$ cat config.mk
export PLATFORM = sky130hd
export DESIGN_NAME = pcc_regs
export DESIGN_NICKNAME = d
export VERILOG_FILES = /design/src/inc/pcc_pkg.sv /design/src/hdl/pcc_regs.sv
export VERILOG_INCLUDE_DIRS = /design/src /design/src/inc
export SDC_FILE = /design/constraint.sdc
export NUM_CORES = 1
export LEC_CHECK = 0
export BUFFER_PORTS_ARGS = -buffer_cell sky130_fd_sc_hd__buf_2
export CELL_PAD_IN_SITES_DETAIL_PLACEMENT = 0
export CELL_PAD_IN_SITES_GLOBAL_PLACEMENT = 1
export CORE_AREA = 2 2 119 144
export DETAILED_ROUTE_END_ITERATION = 8
export DIE_AREA = 0 0 121 146
export GPL_TIMING_DRIVEN = 0
export PLACE_DENSITY = 0.93
export SLEW_MARGIN = 20
export SYNTH_ARGS = -nofsm -noshare
export SYNTH_HDL_FRONTEND = slang
export SYNTH_SLANG_ARGS = --single-unit
$ cat constraint.sdc
create_clock -name ref_clk -period 4.6 [get_ports ref_clk]
set_input_delay 0.69 -clock ref_clk [delete_from_list [all_inputs] [get_ports ref_clk]]
set_output_delay 0.69 -clock ref_clk [all_outputs]
set_load 0.01 [all_outputs]
$ cat src/inc/pcc_defs.svh
// Constants for the clock-control register block
`ifndef PCC_DEFS_SVH
`define PCC_DEFS_SVH
// Printed offsets are register indices; byte address is four times
`define PCC_IDX_SRC      12'h000
`define PCC_IDX_DEN      12'h001
`define PCC_IDX_NUM      12'h002
`define PCC_IDX_CFG      12'h003
`define PCC_IDX_LOCK     12'h005
`define PCC_IDX_XTAL     12'h292
`define PCC_IDX_IRQ_STAT 12'h006
`define PCC_IDX_IRQ_MASK 12'h007
// Reset values
`define PCC_RST_SRC      16'h0001
`define PCC_RST_ZERO     16'h0000
// Field positions
`define PCC_SRC_BYPASS   0
`define PCC_CFG_EN       0
`define PCC_CFG_MODE     1
`define PCC_CFG_PRE_LO   4
`define PCC_CFG_PRE_HI   7
`define PCC_CFG_MUL_LO   11
`define PCC_CFG_MUL_HI   15
`define PCC_XTAL_MASK    16'h0003
// Writable bits of the source and loop config registers
`define PCC_SRC_MASK     16'h0001
`define PCC_CFG_MASK     16'hf8f3
// Interrupt status bits
`define PCC_IRQ_LOCK     0
`define PCC_IRQ_UNLOCK   1
`define PCC_IRQ_MASKW    16'h0003
// AXI responses
`define PCC_RESP_OKAY    2'h0
`define PCC_RESP_SLVERR  2'h2
// Lock acquisition time in ns, and its cycle count at 4 ns period
`define PCC_LOCK_NS      400
`define PCC_CLK_NS       4
`define PCC_LOCK_CYC     ((`PCC_LOCK_NS + `PCC_CLK_NS - 1) / `PCC_CLK_NS)
`endif

$ cat src/inc/pcc_pkg.sv
// Types for the clock-control register block
package pcc_pkg;
  // Loop state
  typedef enum logic [1:0] {
    PCC_OFF     = 2'b00,
    PCC_ACQUIRE = 2'b01,
    PCC_LOCKED  = 2'b10
  } pcc_loop_e;
  // Whole module state
  typedef struct packed {
    logic [15:0] src;
    logic [15:0] den;
    logic [15:0] num;
    logic [15:0] cfg;
    logic [15:0] xtal;
    logic [15:0] irq_stat;
    logic [15:0] irq_mask;
    pcc_loop_e   loop;
    logic [15:0] lock_cnt;
    logic        aw_got;
    logic [13:0] aw_idx;
    logic        w_got;
    logic [15:0] w_data;
    logic [3:0]  w_strb;
    logic        bvalid;
    logic [1:0]  bresp;
    logic        rvalid;
    logic [31:0] rdata;
    logic [1:0]  rresp;
  } pcc_state_s;
endpackage

$ cat src/hdl/pcc_regs.sv
// Clock-source and PLL configuration registers on AXI4-Lite
`timescale 1ns/1ps
`include "pcc_defs.svh"
module pcc_regs #(
  parameter int LOCK_CYC = `PCC_LOCK_CYC
) (
  // Clock and reset
  input  wire logic        ref_clk,
  input  wire logic        sys_rst,
  // Write address channel
  input  wire logic        s_axi_awvalid,
  output logic             s_axi_awready,
  input  wire logic [15:0] s_axi_awaddr,
  // Write data channel
  input  wire logic        s_axi_wvalid,
  output logic             s_axi_wready,
  input  wire logic [31:0] s_axi_wdata,
  input  wire logic [3:0]  s_axi_wstrb,
  // Write response channel
  output logic             s_axi_bvalid,
  input  wire logic        s_axi_bready,
  output logic [1:0]       s_axi_bresp,
  // Read address channel
  input  wire logic        s_axi_arvalid,
  output logic             s_axi_arready,
  input  wire logic [15:0] s_axi_araddr,
  // Read data channel
  output logic             s_axi_rvalid,
  input  wire logic        s_axi_rready,
  output logic [31:0]      s_axi_rdata,
  output logic [1:0]       s_axi_rresp,
  // Clock steering outputs
  output logic             clk_sel_pin,
  output logic             pll_enable,
  output logic             pll_frac_mode,
  output logic [4:0]       pll_multiplier,
  output logic [4:0]       pll_prescale,
  output logic [15:0]      frac_numerator,
  output logic [15:0]      frac_denominator,
  output logic [1:0]       crystal_ctrl,
  output logic             pll_locked,
  // Interrupt
  output logic             irq
);

  pcc_pkg::pcc_state_s st_reg;   // Registered state
  pcc_pkg::pcc_state_s st_next;  // Next state

  logic        wr_fire;   // Both write halves present, response free
  logic        rd_fire;   // Read address taken
  logic [15:0] wmask;     // Byte enables expanded to the low half
  logic [15:0] wval;      // Merged value helper
  logic [13:0] ar_idx;    // Read register index
  logic        lock_now;  // Loop lock
  logic [15:0] irq_set;   // Events raised this cycle

  // Halves are captured apart so they may arrive in either order
  // Ready while the half is not yet captured and no response is pending
  assign s_axi_awready = !st_reg.aw_got && !st_reg.bvalid;
  assign s_axi_wready  = !st_reg.w_got && !st_reg.bvalid;
  assign s_axi_arready = !st_reg.rvalid;
  assign ar_idx        = s_axi_araddr[15:2];
  assign rd_fire       = s_axi_arvalid && s_axi_arready;
  assign lock_now      = (st_reg.loop == pcc_pkg::PCC_LOCKED);
  assign wr_fire       = st_reg.aw_got && st_reg.w_got && !st_reg.bvalid;
  assign wmask = {{8{st_reg.w_strb[1]}}, {8{st_reg.w_strb[0]}}};

  // Outputs straight from registers
  assign s_axi_bvalid     = st_reg.bvalid;
  assign s_axi_bresp      = st_reg.bresp;
  assign s_axi_rvalid     = st_reg.rvalid;
  assign s_axi_rdata      = st_reg.rdata;
  assign s_axi_rresp      = st_reg.rresp;
  // Pin clock when the bypass bit is one
  assign clk_sel_pin      = st_reg.src[`PCC_SRC_BYPASS];
  assign pll_enable       = st_reg.cfg[`PCC_CFG_EN];
  assign pll_frac_mode    = st_reg.cfg[`PCC_CFG_MODE];
  assign pll_multiplier   =
    st_reg.cfg[`PCC_CFG_MUL_HI:`PCC_CFG_MUL_LO];
  // Division ratio is code plus one
  assign pll_prescale     = {1'b0,
    st_reg.cfg[`PCC_CFG_PRE_HI:`PCC_CFG_PRE_LO]} + 5'h01;
  assign frac_numerator   = st_reg.num;
  assign frac_denominator = st_reg.den;
  assign crystal_ctrl     = st_reg.xtal[1:0];
  assign pll_locked       = lock_now;
  // Level interrupt; it falls when software reads status or clears the mask bit
  assign irq = |(st_reg.irq_stat & st_reg.irq_mask);

  // Next-state logic: bus slave, loop model, interrupts
  always_comb begin
    st_next = st_reg;
    wval    = 16'h0000;
    irq_set = 16'h0000;
    // Capture write halves independently
    if (s_axi_awvalid && s_axi_awready) begin
      st_next.aw_got = 1'b1;
      st_next.aw_idx = s_axi_awaddr[15:2];
    end
    if (s_axi_wvalid && s_axi_wready) begin
      st_next.w_got  = 1'b1;
      st_next.w_data = s_axi_wdata[15:0];
      st_next.w_strb = s_axi_wstrb;
    end
    if (s_axi_bvalid && s_axi_bready) begin
      st_next.bvalid = 1'b0;
    end
    // Commit write once both halves are in
    if (wr_fire) begin
      st_next.aw_got = 1'b0;
      st_next.w_got  = 1'b0;
      st_next.bvalid = 1'b1;
      st_next.bresp  = `PCC_RESP_OKAY;
      // Aliased upper index bits: refused, nothing written
      if (st_reg.aw_idx[13:12] != 2'h0) begin
        st_next.bresp = `PCC_RESP_SLVERR;
      end else begin
        unique case (st_reg.aw_idx[11:0])
          `PCC_IDX_SRC: begin
            wval = (st_reg.src & ~wmask) | (st_reg.w_data & wmask);
            st_next.src = wval & `PCC_SRC_MASK;
          end
          `PCC_IDX_DEN: begin
            st_next.den = (st_reg.den & ~wmask)
                          | (st_reg.w_data & wmask);
          end
          `PCC_IDX_NUM: begin
            st_next.num = (st_reg.num & ~wmask)
                          | (st_reg.w_data & wmask);
          end
          `PCC_IDX_CFG: begin
            // Reserved bits 10:8, 3:2 stay zero
            wval = (st_reg.cfg & ~wmask) | (st_reg.w_data & wmask);
            st_next.cfg = wval & `PCC_CFG_MASK;
          end
          `PCC_IDX_XTAL: begin
            wval = (st_reg.xtal & ~wmask) | (st_reg.w_data & wmask);
            st_next.xtal = wval & `PCC_XTAL_MASK;
          end
          `PCC_IDX_IRQ_MASK: begin
            wval = (st_reg.irq_mask & ~wmask)
                   | (st_reg.w_data & wmask);
            st_next.irq_mask = wval & `PCC_IRQ_MASKW;
          end
          // Lock and status are read-only; writes ignored
          `PCC_IDX_LOCK, `PCC_IDX_IRQ_STAT: begin
            st_next.bresp = `PCC_RESP_OKAY;
          end
          default: begin
            st_next.bresp = `PCC_RESP_SLVERR;
          end
        endcase
      end
    end
    // Loop lock model: a fixed acquisition delay after enable
    // It is a timer, not a frequency check: a bad ratio still locks
    unique case (st_reg.loop)
      pcc_pkg::PCC_OFF: begin
        st_next.lock_cnt = 16'h0000;
        if (st_reg.cfg[`PCC_CFG_EN]) begin
          st_next.loop = pcc_pkg::PCC_ACQUIRE;
        end
      end
      pcc_pkg::PCC_ACQUIRE: begin
        if (!st_reg.cfg[`PCC_CFG_EN]) begin
          st_next.loop = pcc_pkg::PCC_OFF;
        end else if (st_reg.lock_cnt == 16'(LOCK_CYC - 1)) begin
          st_next.loop = pcc_pkg::PCC_LOCKED;
          irq_set[`PCC_IRQ_LOCK] = 1'b1;
        end else begin
          st_next.lock_cnt = st_reg.lock_cnt + 16'h0001;
        end
      end
      pcc_pkg::PCC_LOCKED: begin
        // Disable drops lock at once; any change to cfg, num or den relocks
        if (!st_reg.cfg[`PCC_CFG_EN]) begin
          st_next.loop = pcc_pkg::PCC_OFF;
          irq_set[`PCC_IRQ_UNLOCK] = 1'b1;
        end else if (st_next.cfg != st_reg.cfg
                     || st_next.num != st_reg.num
                     || st_next.den != st_reg.den) begin
          st_next.loop = pcc_pkg::PCC_ACQUIRE;
          st_next.lock_cnt = 16'h0000;
          irq_set[`PCC_IRQ_UNLOCK] = 1'b1;
        end
      end
      default: begin
        st_next.loop = pcc_pkg::PCC_OFF;
      end
    endcase
    if (s_axi_rvalid && s_axi_rready) begin
      st_next.rvalid = 1'b0;
    end
    // Read: one cycle latency; status read clears, new events win
    if (rd_fire) begin
      st_next.rvalid = 1'b1;
      st_next.rresp  = `PCC_RESP_OKAY;
      st_next.rdata  = 32'h0000_0000;
      if (ar_idx[13:12] != 2'h0) begin
        st_next.rresp = `PCC_RESP_SLVERR;
      end else begin
        unique case (ar_idx[11:0])
          `PCC_IDX_SRC:  st_next.rdata = {16'h0000, st_reg.src};
          `PCC_IDX_DEN:  st_next.rdata = {16'h0000, st_reg.den};
          `PCC_IDX_NUM:  st_next.rdata = {16'h0000, st_reg.num};
          `PCC_IDX_CFG:  st_next.rdata = {16'h0000, st_reg.cfg};
          `PCC_IDX_XTAL: st_next.rdata = {16'h0000, st_reg.xtal};
          // Lock reflects live loop state, zero when disabled
          `PCC_IDX_LOCK: begin
            st_next.rdata = {31'h0000_0000, lock_now};
          end
          `PCC_IDX_IRQ_MASK: begin
            st_next.rdata = {16'h0000, st_reg.irq_mask};
          end
          `PCC_IDX_IRQ_STAT: begin
            st_next.rdata = {16'h0000, st_reg.irq_stat};
            // Clear what was returned; fresh events merge below
            st_next.irq_stat = 16'h0000;
          end
          default: st_next.rresp = `PCC_RESP_SLVERR;
        endcase
      end
    end
    // Set beats a clear in the same cycle, so no event is lost
    st_next.irq_stat = st_next.irq_stat | irq_set;
  end

  // Unlisted fields (bus flags, status, mask) clear to zero
  // State register with synchronous reset
  always_ff @(posedge ref_clk) begin
    if (sys_rst) begin
      st_reg          <= '0;
      st_reg.src      <= `PCC_RST_SRC;
      st_reg.den      <= `PCC_RST_ZERO;
      st_reg.num      <= `PCC_RST_ZERO;
      st_reg.cfg      <= `PCC_RST_ZERO;
      st_reg.loop     <= pcc_pkg::PCC_OFF;
    end else begin
      st_reg <= st_next;
    end
  end
endmodule

; ---- Word-level counts from Yosys, hierarchy flattened
; Cells that the tools add are included.
[op_classes]
bitwise = 17
muxes = 35
n_addsub = 2
reduce_logical = 32
eq_ne = 27
[op_table]
columns = cell, count
row1 = $mux W16, 9
row2 = $mux W64, 2
row3 = $pmux W16 S8, 1
row4 = $eq A12 B3 Y1 const B, 6
row5 = $and A16 B16 Y16, 4
row6 = $eq A12 B2 Y1 const B, 4
row7 = $ne A16 B16 Y1, 3
row8 = $or A16 B16 Y16, 3
row9 = $pmux W16 S3, 1
row10 = $mux W35, 1
row11 = $mux W32, 1
row12 = $eq A12 B1 Y1 const B, 2
row13 = $eq A12 B10 Y1 const B, 2
row14 = $logic_not A12 Y1, 2
row15 = $mux W18, 1
row16 = $mux W2, 9
row17 = $add A16 B1 Y16 const B, 1
row18 = $and A16 B2 Y16, 1
row19 = $eq A16 B7 Y1 const B, 1
row20 = $not A16 Y16, 1
row21 = $or A16 B2 Y16, 1
row22 = $reduce_or A16 Y1, 1
row23 = $reduce_or A8 Y1, 2
row24 = $reduce_and A3 Y1, 4
row25 = 23 further kinds, 50
[word_totals]
word_cells = 132
inputBits = 75
regBits = 159
out_inout_bits = 90

; ---- Depth between registers and ports, before layout
; Gate-level depths: netlist of run 1.
[logic_depth]
ltp_word = 13
mapped_depth = 10
ltp_nobuf = 8

; ---- Worst setup path before layout of run 1
; OpenSTA, ideal clock, no wires.
[synth_timing]
kind = input to register
start = in s_axi_araddr[8]
end = reg st_reg, in the netlist s_axi_rdata[2]
n_path_buf = 1
required_time_ps = 4535
setup_time_ps = 65
slack_ps = 2093
stages = 8
arrival_ps = 2442
cell_sequence = nor4_1 nand3_1 nor4_1 clkbuf_1 a222oi_1 nor2_1 a21oi_1 nor2_1
[synth_between]
elab_chain_len = 3
word_cells_on_any_way = 10
cone_classes = eq/ne: 7 / mux: 2 / reduce/logical: 1
[synth_rtl]
columns = item, line_no
row1 = "start, declared", pcc_regs.sv:26  ; input wire logic [15:0] s_axi_araddr,
row2 = "$eq A12 B3 Y1, or another cell as far along", pcc_regs.sv:202  ; unique case (ar_idx[11:0])
row3 = $pmux W16 S8 (*), pcc_regs.sv:202
row4 = $mux W32 (*), pcc_regs.sv:199  ; if (ar_idx[13:12] != 2'h0) begin
row5 = "end signal, assigned", pcc_regs.sv:239  ; st_reg <= st_next;
row6 = "end, declared", pcc_regs.sv:46  ; pcc_pkg::pcc_state_s st_reg;
; Mark *: on every way between the ends. The rest lies on a longest branch, timed or not.
; A chain may end at the register's enable or synchronous reset.

; ---- Worst setup path after layout of run 1
[layout_timing]
start = reg st_reg[46] (netlist bit)
end = reg st_reg[84] (netlist bit)
[layout_between]
elab_chain_len = 10
word_cells_on_any_way = 16
cone_classes = eq/ne: 4 / mux: 5 / bitwise: 4 / reduce/logical: 3
[layout_rtl]
columns = item, line_no
row1 = $and A16 B16 Y16 (*), --
row2 = "$or A16 B16 Y16, on equally long branches", "pcc_regs.sv:133, pcc_regs.sv:129"
row3 = $mux W16, pcc_regs.sv:118  ; unique case (st_reg.aw_idx[11:0])
row4 = $mux W64 (*), pcc_regs.sv:115  ; if (st_reg.aw_idx[13:12] != 2'h0) begin
row5 = $mux W64 (*), pcc_regs.sv:109  ; if (wr_fire) begin
row6 = "$ne A16 B16 Y1, on equally long branches", "pcc_regs.sv:179, pcc_regs.sv:180"
row7 = $logic_or A1 B1 Y1, pcc_regs.sv:180  ; || st_next.num != st_reg.num
row8 = $logic_or A1 B1 Y1 (*), pcc_regs.sv:181  ; || st_next.den != st_reg.den) begin
row9 = $ne A2 B1 Y1 (no line) (*), --
row10 = $reduce_and A5 Y1 (no line) (*), --
; Marks and branches as above.

==> impl_metrics.toml, run 1 <==
[setup_path]
path_class = "reg2reg"
start_kind = "register"
crit_arrival_ns = 3.39
worstPathMaxFanout = 10
r2r_start = "st_reg[46]$_SDFFE_PP0P_"
critPathRequiredTime_ns = 4.94
crit_start = "st_reg[46]$_SDFFE_PP0P_"
end_kind = "register"

[clocking]
cts_buffer_depth = 2
htree_levels = 4
cts-buffers-inserted = 17
ctsResizeCount = 0
cts_num_sinks = 127
path_clk_slew_ns = 0.06
ctsRootBufferMaster = "clkbuf_16"
worstSkewPairLatency_ns = 0.43
tritoncts = "yes"
cts_setup_buffers = 0
hold_buffers = 0

[logic_synthesis]
synth_top_area_share_pct = 37.9
yosysTopAreaCell = "dfxtp_1"
ys.flop_type = "dfxtp_1"
synth_cell_type_count = 71
ys_top_cells_by_area = "dfxtp_1 38%, buf_4 8.5%, a21oi_1 6.9%, nand2_1 6.5%, nor2_1 5.0%"
synth_edf_count = 0
netlist_instances = 830
yosysWarnings = 0
syn-mean-instance-area_um2 = 8.09
ys_seq_area_share_pct = 37.9
synthArstFlopShare_pct = 0
synth-seq-cells = 127
syn_area_um2 = 6710

[layout]
layout.nets = 1067
final_area_um2 = 8270
antenna_cells = 0
largest_reg_flops = 63
fin_cells = 1215
final_util_pct = 51.3
drive_above_1_share_pct = 25.6
area_delta_synth_final_pct = 23.2

[floorplan]
die_w_um = 121
initial_utilization_pct = 41.6
die-area_um2 = 17700
num_io_pins = 165
coreArea_um2 = 16100
die_height_um = 146
rows = 51

[pwr]
ir_drop_v = 0.000355
p_total_mw = 2.75
leakage_nw = 3.52
pwr_density_cell_nw_per_um2 = 332

[routing]
wirelength_um = 19100
drc = 0
detail_route.vias_per_cell = 5.19
num_vias = 6300
drtIter0Drc = 460
avgRoutedWirePerCell_um = 15.8
dr.pass1.iters = 5
drtAntennaViolNets = 0

[place]
place_congestion = 0.900
dp_hpwl_um = 14700
dp.cells = 1183
placed_area_um2 = 7670
dpl_worst_slack_ns = 1.55
portBuffers = 124

[global_routing]
antenna_found_initial = 0
grt_overflow = 0
grt_start_max_net_pins = 17
first_global_vias = 6052
track_usage_pct = 21.8
grt_pass1_wl_um = 30500

[timing]
finalWorstSetupSlack_ns = 1.56
fmax_mhz = 329
timing.final.crit_share_pct = 66.2
period_minus_slack_ns = 3.04
hold_violations = 0
rsz0062_at_grt = "no"
drv_slew = 0
fin_setup_tns_ns = 0
finClkSkew_ns = 0.0105
setup_viol = 0
hold_ws_ns = 0.457
relSlewSlack_pct = 44.6
worstMarginPinSlew_ns = 0.830

[run_status]
run_status = "finished clean"

[worst_hold_path]
hold_class = "reg2reg"
worstHoldStart = "st_reg[71]$_SDFFE_PP0P_"

[job]
drv_cap = 0
## layer usage
| layer | vias to the layer above | global-route usage (%) | part of all wire, % |
|---|---|---|---|
| li1 | 3132 | - | - |
| met1 | 2942 | 26.0 | 42 |
| met2 | 184 | 37.8 | 51 |
| met3 | 42 | 4.62 | 4.7 |
| met4 | 0 | 8.66 | 2.3 |
| met5 | - | 0 | 0 |
## critical path, stage by stage, from the launching register on
cell and delay, ns:
dfxtp_1 0.30, clkbuf_1 0.35, xnor2_1 0.16, o21ai_0 0.12
nor4_1 0.52, o2111ai_4 0.27, nor4_2 0.69, buf_4 0.29
o21bai_1 0.09, mux2i_1 0.16
## area by class of cell
class / instances / area (µm²)
well taps: 212 / 265
clock buffers: 18 / 439
flip-flops and latches: 127 / 2540
plain buffers: 116 / 726
inverters: 20 / 75.1
clock inverters: 14 / 165
fillers: 1609 / 7870
repair buffers: 124 / 621
multi-input cells: 584 / 3440
## logic make-up after synthesis
family,count (synthesis),share of synthesized area (%)
other,1,0.0559
XOR/XNOR,35,4.57
flip-flops,127,37.9
AO/OA/AOI/OAI,179,17.5
multiplexers,33,4.94
buffers and inverters,136,11.9
AND/OR/NAND/NOR,317,22.8
adder cells (fa/ha/maj),2,0.373
## power by group
part | total [mW] | internal, mW | switching (mW)
combinational | 0.222 | 0.0879 | 0.134
clock | 1.38 | 0.863 | 0.515
sequential | 1.15 | 1.12 | 0.0236
## worst paths after layout
kind | end | slack [ns] | depth (start not counted)
worst max-delay path | st_reg[84]$_SDFFE_PP0P_ | 1.56 | 9
worst min-delay path | st_reg[71]$_SDFFE_PP0P_ | 0.46 | 2
worst max register to register | st_reg[84]$_SDFFE_PP0P_ | 1.56 | 9
worst min register to register | st_reg[71]$_SDFFE_PP0P_ | 0.46 | 2
## cells in the final DEF (no fill, tap or decap), types with 6 or more instances in the layout
cell / instances
buf_2: 128
dfxtp_1: 127
nand2_1: 116
a21oi_1: 92
nor2_1: 89
buf_4: 76
clkbuf_1: 35
mux2i_1: 32
xnor2_1: 24
inv_1: 20
conb_1: 18
clkbuf_16: 17
a222oi_1: 16
o21ai_0: 16
nand3_1: 15
nor3_1: 14
xor2_1: 11
and2_1: 10
nand4_1: 10
and3_1: 9
nand2b_1: 9
nor4_1: 9
nor2b_1: 8
o21bai_1: 8
a211oi_1: 6
## synth_stat cells, types with 2 or more instances
library cell	number
nor4_1	10
ha_1	2
nor3_1	14
xnor2_1	24
nand2b_1	9
xor2_1	11
a211oi_1	6
inv_1	20
and3_1	9
nor3b_1	3
nand3_1	15
a31oi_1	4
nand4_1	10
a31o_2	3
o211ai_1	5
mux2i_1	32
nand2_1	116
a22oi_1	2
dfxtp_1	127
buf_2	4
nor2_1	89
o21ai_0	16
a21oi_1	92
o21bai_1	8
and2_1	10
a21boi_0	2
a41oi_1	3
or3_1	3
clkbuf_1	35
nor4_2	2
or4_4	2
nand3b_1	2
a22o_1	3
nor2b_1	8
a222oi_1	16
buf_4	76
o22ai_1	3
Power figures use the tool's default switching activity.
==> run 2, diff against run 1 <==
--- a/config.mk
+++ b/config.mk
@@ -6,14 +6,15 @@
 export SDC_FILE = /design/constraint.sdc
 export NUM_CORES = 1
 export LEC_CHECK = 0
+export ABC_AREA = 1
 export BUFFER_PORTS_ARGS = -buffer_cell sky130_fd_sc_hd__buf_2
 export CELL_PAD_IN_SITES_DETAIL_PLACEMENT = 0
 export CELL_PAD_IN_SITES_GLOBAL_PLACEMENT = 1
-export CORE_AREA = 2 2 119 144
+export CORE_AREA = 2 2 136 165
 export DETAILED_ROUTE_END_ITERATION = 8
-export DIE_AREA = 0 0 121 146
+export DIE_AREA = 0 0 138 167
 export GPL_TIMING_DRIVEN = 0
-export PLACE_DENSITY = 0.93
+export PLACE_DENSITY = 0.85
 export SLEW_MARGIN = 20
 export SYNTH_ARGS = -nofsm -noshare
 export SYNTH_HDL_FRONTEND = slang
==> constraint.sdc (replaced) <==
create_clock -name ref_clk -period 2.58 [get_ports ref_clk]
set_input_delay 0.387 -clock ref_clk [delete_from_list [all_inputs] [get_ports ref_clk]]
set_output_delay 0.387 -clock ref_clk [all_outputs]
set_load 0.01 [all_outputs]
==> run 2 against run 1 <==
Count of clock-buffer cells in the layout grew 9. Sequential share of layout area shrank 3.0 points. Non-clock buffer count increased by 13. Largest power group unchanged. First-iteration DRC count increased by 9.1%. Sequential power rose by 83%. Wire length up 24%. Critical endpoint is now st_reg[81]$_SDFFE_PP0P_.
==> impl_metrics.toml, run 2 <==
[clocking]
cts_buffer_depth = 2
worstSkewPairLatency_ns = 0.42
cts_num_sinks = 127
path_clk_slew_ns = 0.05
htree_levels = 4
hold_buffers = 0
tritoncts = "yes"
cts-buffers-inserted = 17
ctsRootBufferMaster = "clkbuf_16"

[layout]
antenna_cells = 0
final_area_um2 = 9220
layout.nets = 1297
area_delta_synth_final_pct = 24.1
largest_reg_flops = 63
drive_above_1_share_pct = 26.8
final_common_cell = "nand2_1"
fin_cells = 1507
final_cell_mix = "157 x nand2_1, 124 x buf_2, 117 x dfxtp_1"

[setup_path]
end_kind = "register"
crit_start = "s_axi_bvalid$_SDFFE_PP0P_"
crit_chain = "inv_2 -> nand3_2 -> nor2_8 -> nand2_8 -> nor2_4 -> buf_6 -> nand3_1 -> nand2_1 -> nor2_1 -> nand2_1 -> nor2_2 -> nand2_2 -> nor2_4 -> nand3_4 -> nand2_8 -> buf_12 -> nand2_2 -> a21oi_2"
critPathRequiredTime_ns = 2.93
worst_path_max_delay_cell = "dfxtp_2"
critPathMaxStageDelay_ns = 0.37
worstPathMaxFanout = 10
start_kind = "register"
path_class = "reg2reg"
r2r_start = "s_axi_bvalid$_SDFFE_PP0P_"
crit_arrival_ns = 2.77

[floorplan]
num_io_pins = 165
die_height_um = 167
rows = 59
die-area_um2 = 23000
initial_utilization_pct = 34.7
coreArea_um2 = 21400
die_w_um = 138

[timing]
finClkSkew_ns = 0.0104
drv_slew = 0
timing.final.crit_share_pct = 93.8
fin_setup_tns_ns = 0
setup_viol = 0
period_minus_slack_ns = 2.42
fmax_mhz = 413
relSlewSlack_pct = 47.1
worstMarginPinSlew_ns = 0.794
rsz0062_at_grt = "no"
finalWorstSetupSlack_ns = 0.161
hold_violations = 0

[place]
place_congestion = 0.929
dpl_worst_slack_ns = -0.153
dp_hpwl_um = 18200
placed_area_um2 = 8450
portBuffers = 123
dp.cells = 1465

[worst_hold_path]
hold_class = "in2reg"
worstHoldStart = "s_axi_awaddr[9]"

[logic_synthesis]
ys.flop_type = "dfxtp_1"
syn-mean-instance-area_um2 = 7.07
synth.most_common_cell = "nand2_1"
synthArstFlopShare_pct = 0
ys_seq_area_share_pct = 34.2
yosysWarnings = 0
synth_edf_count = 0
ys_top_cells_by_area = "dfxtp_1 34%, buf_4 8.4%, nand2_1 8.0%, nand3_1 7.5%, a21oi_1 6.1%"
synth_cell_type_count = 44
yosysTopAreaCell = "dfxtp_1"
synth-seq-cells = 127
synth_top_area_share_pct = 34.2
yosys-top-cells-count = "158 x nand2_1, 127 x dfxtp_1, 112 x nand3_1"
netlist_instances = 1051
syn_area_um2 = 7430

[routing]
avgRoutedWirePerCell_um = 15.8
detail_route.vias_per_cell = 4.94
drtIter0Drc = 502
num_vias = 7446
drc = 0
wirelength_um = 23800
dr.pass1.iters = 5
drtAntennaViolNets = 0

[pwr]
p_total_mw = 4.92
leakage_nw = 3.86
pwr_density_cell_nw_per_um2 = 533
ir_drop_v = 0.000468

[global_routing]
first_global_vias = 7001
grt_overflow = 0
grt_start_max_net_pins = 17
track_usage_pct = 20.3
grt_pass1_wl_um = 36800
antenna_found_initial = 0

[run_status]
run_status = "finished clean"

[job]
drv_cap = 0
run 2: cell count changes in the layout (fill, tap and decap cells not counted), moves of 13 or more:
cell	before	now
nand3_1	15	112
inv_1	20	98
o21ai_0	16	85
nand2_1	116	157
mux2i_1	32	0
xnor2_1	24	0
a222oi_1	16	0
buf_4	76	90
nand2_2	1	14
run 2: layout make-up:
class | count | area, µm²
Timing Repair Buffer | 133 | 703
Sequential cell | 127 | 2550
Inverter | 103 | 387
Multi-Input combinational cell | 718 | 3810
Clock buffer | 27 | 503
Clock inverter | 5 | 77.6
Buffer | 120 | 841
Fill cell | 2264 | 12200
Tap cell | 274 | 343
run 2: worst paths after layout:
| path | end | slack, ns | cells past startpoint |
|---|---|---|---|
| worst max-delay path | st_reg[81]$_SDFFE_PP0P_ | 0.16 | 18 |
| worst min-delay path | st_reg[66]$_SDFFE_PP0P_ | 0.21 | 3 |
| worst max register to register | st_reg[81]$_SDFFE_PP0P_ | 0.16 | 18 |
| worst min register to register | s_axi_rdata[0]$_SDFFE_PP0P_ | 0.47 | 2 |
run 2: per-stage QoR:
| stage | hold slack [ns] | utilization [%] |
|---|---|---|
| 3_3_place_gp | 0.454 | 39.5 |
| 4_1_cts | 0.205 | 42.4 |
| 2_1_floorplan | 0.443 | - |
| 6_report | 0.213 | 43.1 |
| 5_1_grt | 0.226 | 43.1 |
| 3_5_place_dp | 0.456 | 39.5 |
run 2: worst max-delay path: cells and delay by family (launching register included):
family,cells,cell delay (ns)
buffers and inverters,3,0.33
AOI/OAI and AO/OA,1,0.11
DFF,1,0.37
and+or+nand+nor,14,1.50
run 2: logic make-up after synthesis:
kind of cell / Yosys count / share of synthesized area, %
AND/OR/NAND/NOR: 471 / 31.5
buffers and inverters: 223 / 16.4
AO/OA/AOI/OAI: 214 / 16.0
flip-flops: 127 / 34.2
XOR/XNOR: 13 / 1.53
adder cells (fa/ha/maj): 2 / 0.337
other: 1 / 0.0505
run 2: metal layers:
metal	share of wire (%)	wire length (µm)	vias up	global-route usage, %
li1	-	-	3743	-
met1	41	9690	3419	23.4
met2	51	12100	255	37.0
met3	6.3	1500	29	4.54
met4	2.2	520	0	6.92
met5	0	0	-	0
run 2: timing repair:
item | 4_1_cts | 5_1_grt
gates resized for setup | 4 | 26
endpoints found under the setup margin | 11 | 17
pin swaps | 3 | 7
gates cloned | 0 | 0
buffers inserted | 4 | 6
run 2: power breakdown:
group | total [mW] | internal (mW) | switching, mW
clock | 2.40 | 1.52 | 0.875
sequential | 2.10 | 2.02 | 0.0783
combinational | 0.418 | 0.146 | 0.272
total | 4.92 | 3.69 | 1.22
==> run 3, diff against run 2 <==
--- a/config.mk
+++ b/config.mk
@@ -8,14 +8,11 @@
 export LEC_CHECK = 0
 export ABC_AREA = 1
 export BUFFER_PORTS_ARGS = -buffer_cell sky130_fd_sc_hd__buf_2
-export CELL_PAD_IN_SITES_DETAIL_PLACEMENT = 0
-export CELL_PAD_IN_SITES_GLOBAL_PLACEMENT = 1
-export CORE_AREA = 2 2 136 165
+export CORE_AREA = 2 2 123 149
 export DETAILED_ROUTE_END_ITERATION = 8
-export DIE_AREA = 0 0 138 167
+export DIE_AREA = 0 0 125 151
 export GPL_TIMING_DRIVEN = 0
-export PLACE_DENSITY = 0.85
-export SLEW_MARGIN = 20
+export PLACE_DENSITY = 0.74
 export SYNTH_ARGS = -nofsm -noshare
 export SYNTH_HDL_FRONTEND = slang
 export SYNTH_SLANG_ARGS = --single-unit
==> constraint.sdc (replaced) <==
create_clock -name ref_clk -period 2.7 [get_ports ref_clk]
set_input_delay 0.405 -clock ref_clk [delete_from_list [all_inputs] [get_ports ref_clk]]
set_output_delay 0.405 -clock ref_clk [all_outputs]
set_load 0.01 [all_outputs]
==> run 3 against run 2 <==
Sequential power is 4% lower. Clock skew is 0.0056 ns lower. Cell area is 2.4% lower. Wire length is 5.0% lower. Hold slack better by 0.0074 ns. Critical path type unchanged. Fmax is 3.4% lower. Non-clock buffer count is 10 lower. Power is 2.8% lower. Clock power hardly changed.
==> impl_metrics.toml, run 3 (synthesis gave the netlist of run 2 again) <==
[layout]
drive_above_1_share_pct = 25.1
largest_reg_flops = 63
final_cell_mix = "158 x nand2_1, 126 x dfxtp_1, 124 x buf_2"
layout.nets = 1287
antenna_cells = 0
fillers = 1783
area_delta_synth_final_pct = 21.2
final_common_cell = "nand2_1"
final_area_um2 = 9000

[routing]
avgRoutedWirePerCell_um = 15.7
detail_route.vias_per_cell = 5.31
num_vias = 7654
drtAntennaViolNets = 0
drtIter0Drc = 640
dr.pass1.iters = 6
drc = 0
wirelength_um = 22600

[setup_path]
end_kind = "register"
start_kind = "register"
crit_arrival_ns = 2.79
worst_path_max_delay_cell = "dfxtp_1"
cp_num_buf_inv = 2
critPathMaxStageDelay_ns = 0.43
critPathRequiredTime_ns = 2.99
path_class = "reg2reg"
crit_chain = "nand2_1 -> nor2_2 -> nand2_8 -> buf_8 -> nor2_2 -> o21ai_0 -> nand4_1 -> nor2_1 -> nand2_2 -> nor2_4 -> nand3_4 -> nand2_4 -> buf_12 -> nand2_2 -> a21oi_2"
critical-path-top-delay-family = "simple AND/OR/NAND/NOR gates"
worstPathMaxFanout = 10

[pwr]
ir_drop_v = 0.000441
comb_power_share_pct = 7.7
power.share.sequential_pct = 42.0
leakage_nw = 3.83
power.switching_mw = 1.15
p_total_mw = 4.78
p_int_mw = 3.63
clkPwrFrac_pct = 50.3
switching_share_pct = 24.0
pwr_density_cell_nw_per_um2 = 531

[place]
dpl_worst_slack_ns = -0.0377
placed_area_um2 = 8380
dp_hpwl_um = 17400
place_congestion = 0.971
portBuffers = 123

[timing]
hold_ws_ns = 0.221
worstMarginPinSlew_ns = 0.773
finClkSkew_ns = 0.00479
setup_viol = 0
rsz0062_at_grt = "no"
period_minus_slack_ns = 2.50
finalWorstSetupSlack_ns = 0.197
relSlewSlack_pct = 48.4
fmax_mhz = 399
timing.final.crit_share_pct = 92.7
drv_slew = 0
hold_violations = 0

[clocking]
htree_levels = 4
path_clk_slew_ns = 0.05
worstSkewPairLatency_ns = 0.43
cts-buffers-inserted = 17
hold_buffers = 0
ctsRootBufferMaster = "clkbuf_16"
cts_num_sinks = 127
tritoncts = "yes"
cts_buffer_depth = 2

[run_status]
run_status = "finished clean"

[global_routing]
grt_start_max_net_pins = 17
track_usage_pct = 23.7
grt_pass1_wl_um = 35300
grt_overflow = 0
first_global_vias = 7054
antenna_found_initial = 0

[floorplan]
coreArea_um2 = 17400
initial_utilization_pct = 42.7
die-area_um2 = 18900
die_height_um = 151
rows = 53
die_w_um = 125
num_io_pins = 165

[worst_hold_path]
hold_class = "in2reg"

[job]
drv_cap = 0
==> run 3: cell types whose count changed in the layout (fill, tap and decap cells not counted), moves of 2 or more <==
| cell | previous run | this run |
|---|---|---|
| buf_6 | 7 | 5 |
| clkbuf_1 | 34 | 32 |
| buf_4 | 90 | 83 |
| clkbuf_8 | 4 | 2 |
| buf_12 | 3 | 1 |
| nand2_8 | 6 | 3 |
| dfxtp_1 | 117 | 126 |
| dfxtp_2 | 10 | 1 |
| nor2_4 | 10 | 6 |
| bufinv_16 | 2 | 4 |
| nand2_4 | 1 | 4 |
| nor2_1 | 100 | 103 |
==> run 3: layout make-up <==
class | count | area [µm²] | area share (%)
inverter | 103 | 387 | 4.30
tap | 220 | 275 | 3.06
sequential | 127 | 2540 | 28.3
timing repair buffer | 123 | 616 | 6.84
multi-input combinational | 718 | 3750 | 41.6
buffer | 120 | 828 | 9.20
clock inverter | 7 | 135 | 1.50
clock buffer | 23 | 468 | 5.20
==> run 3: routing by layer <==
| layer | track usage, % | share of wire, % | vias to the layer above |
|---|---|---|---|
| li1 | - | - | 3717 |
| met1 | 26.3 | 39 | 3501 |
| met2 | 41.3 | 49 | 352 |
| met3 | 6.43 | 7.5 | 84 |
| met4 | 13.1 | 4.8 | 0 |
| met5 | 0 | 0 | - |
==> run 3: path summary, 6_finish.rpt <==
kind / start / slack [ns] / cells past startpoint / end
max reg2reg: st_reg[60]$_SDFFE_PP0P_ / 0.20 / 15 / st_reg[81]$_SDFFE_PP0P_
max: st_reg[60]$_SDFFE_PP0P_ / 0.20 / 15 / st_reg[81]$_SDFFE_PP0P_
min: s_axi_awaddr[9] / 0.22 / 3 / st_reg[66]$_SDFFE_PP0P_
min reg2reg: s_axi_rdata[15]$_SDFFE_PP0P_ / 0.46 / 2 / s_axi_rdata[15]$_SDFFE_PP0P_
==> run 3: power by group through the flow <==
stage | registers, mW | clock network, mW | logic, mW
after floorplan | 2.02 | 0 | 0.245
after global placement | 2.04 | 0 | 0.363
after detailed placement | 2.04 | 0 | 0.368
after CTS | 2.00 | 2.42 | 0.369
after global routing | 2.01 | 2.50 | 0.405
final | 2.01 | 2.40 | 0.369
==> run 3: worst reg2reg max path: stages, from the launching register on <==
cell	delay, ns
dfxtp_1	0.43
nand2_1	0.13
nor2_2	0.23
nand2_8	0.09
buf_8	0.16
nor2_2	0.26
o21ai_0	0.20
nand4_1	0.14
nor2_1	0.07
nand2_2	0.08
nor2_4	0.06
nand3_4	0.12
nand2_4	0.11
buf_12	0.17
nand2_2	0.07
a21oi_2	0.04
==> run 3: per-stage QoR <==
stage	util [%]	cells	TNS, ns
after floorplan	-	1068	0
after global placement	48.2	1411	0
after detailed placement	48.2	1411	-0.232
after CTS	51.7	1441	0
after global routing	51.8	1441	0
final	51.8	1441	0
==> run 3: what timing repair did <==
| action | in CTS | in global routing |
|---|---|---|
| setup endpoints to repair | 0 | 17 |
| buffers inserted | 0 | 0 |
| gates resized for setup | 0 | 5 |
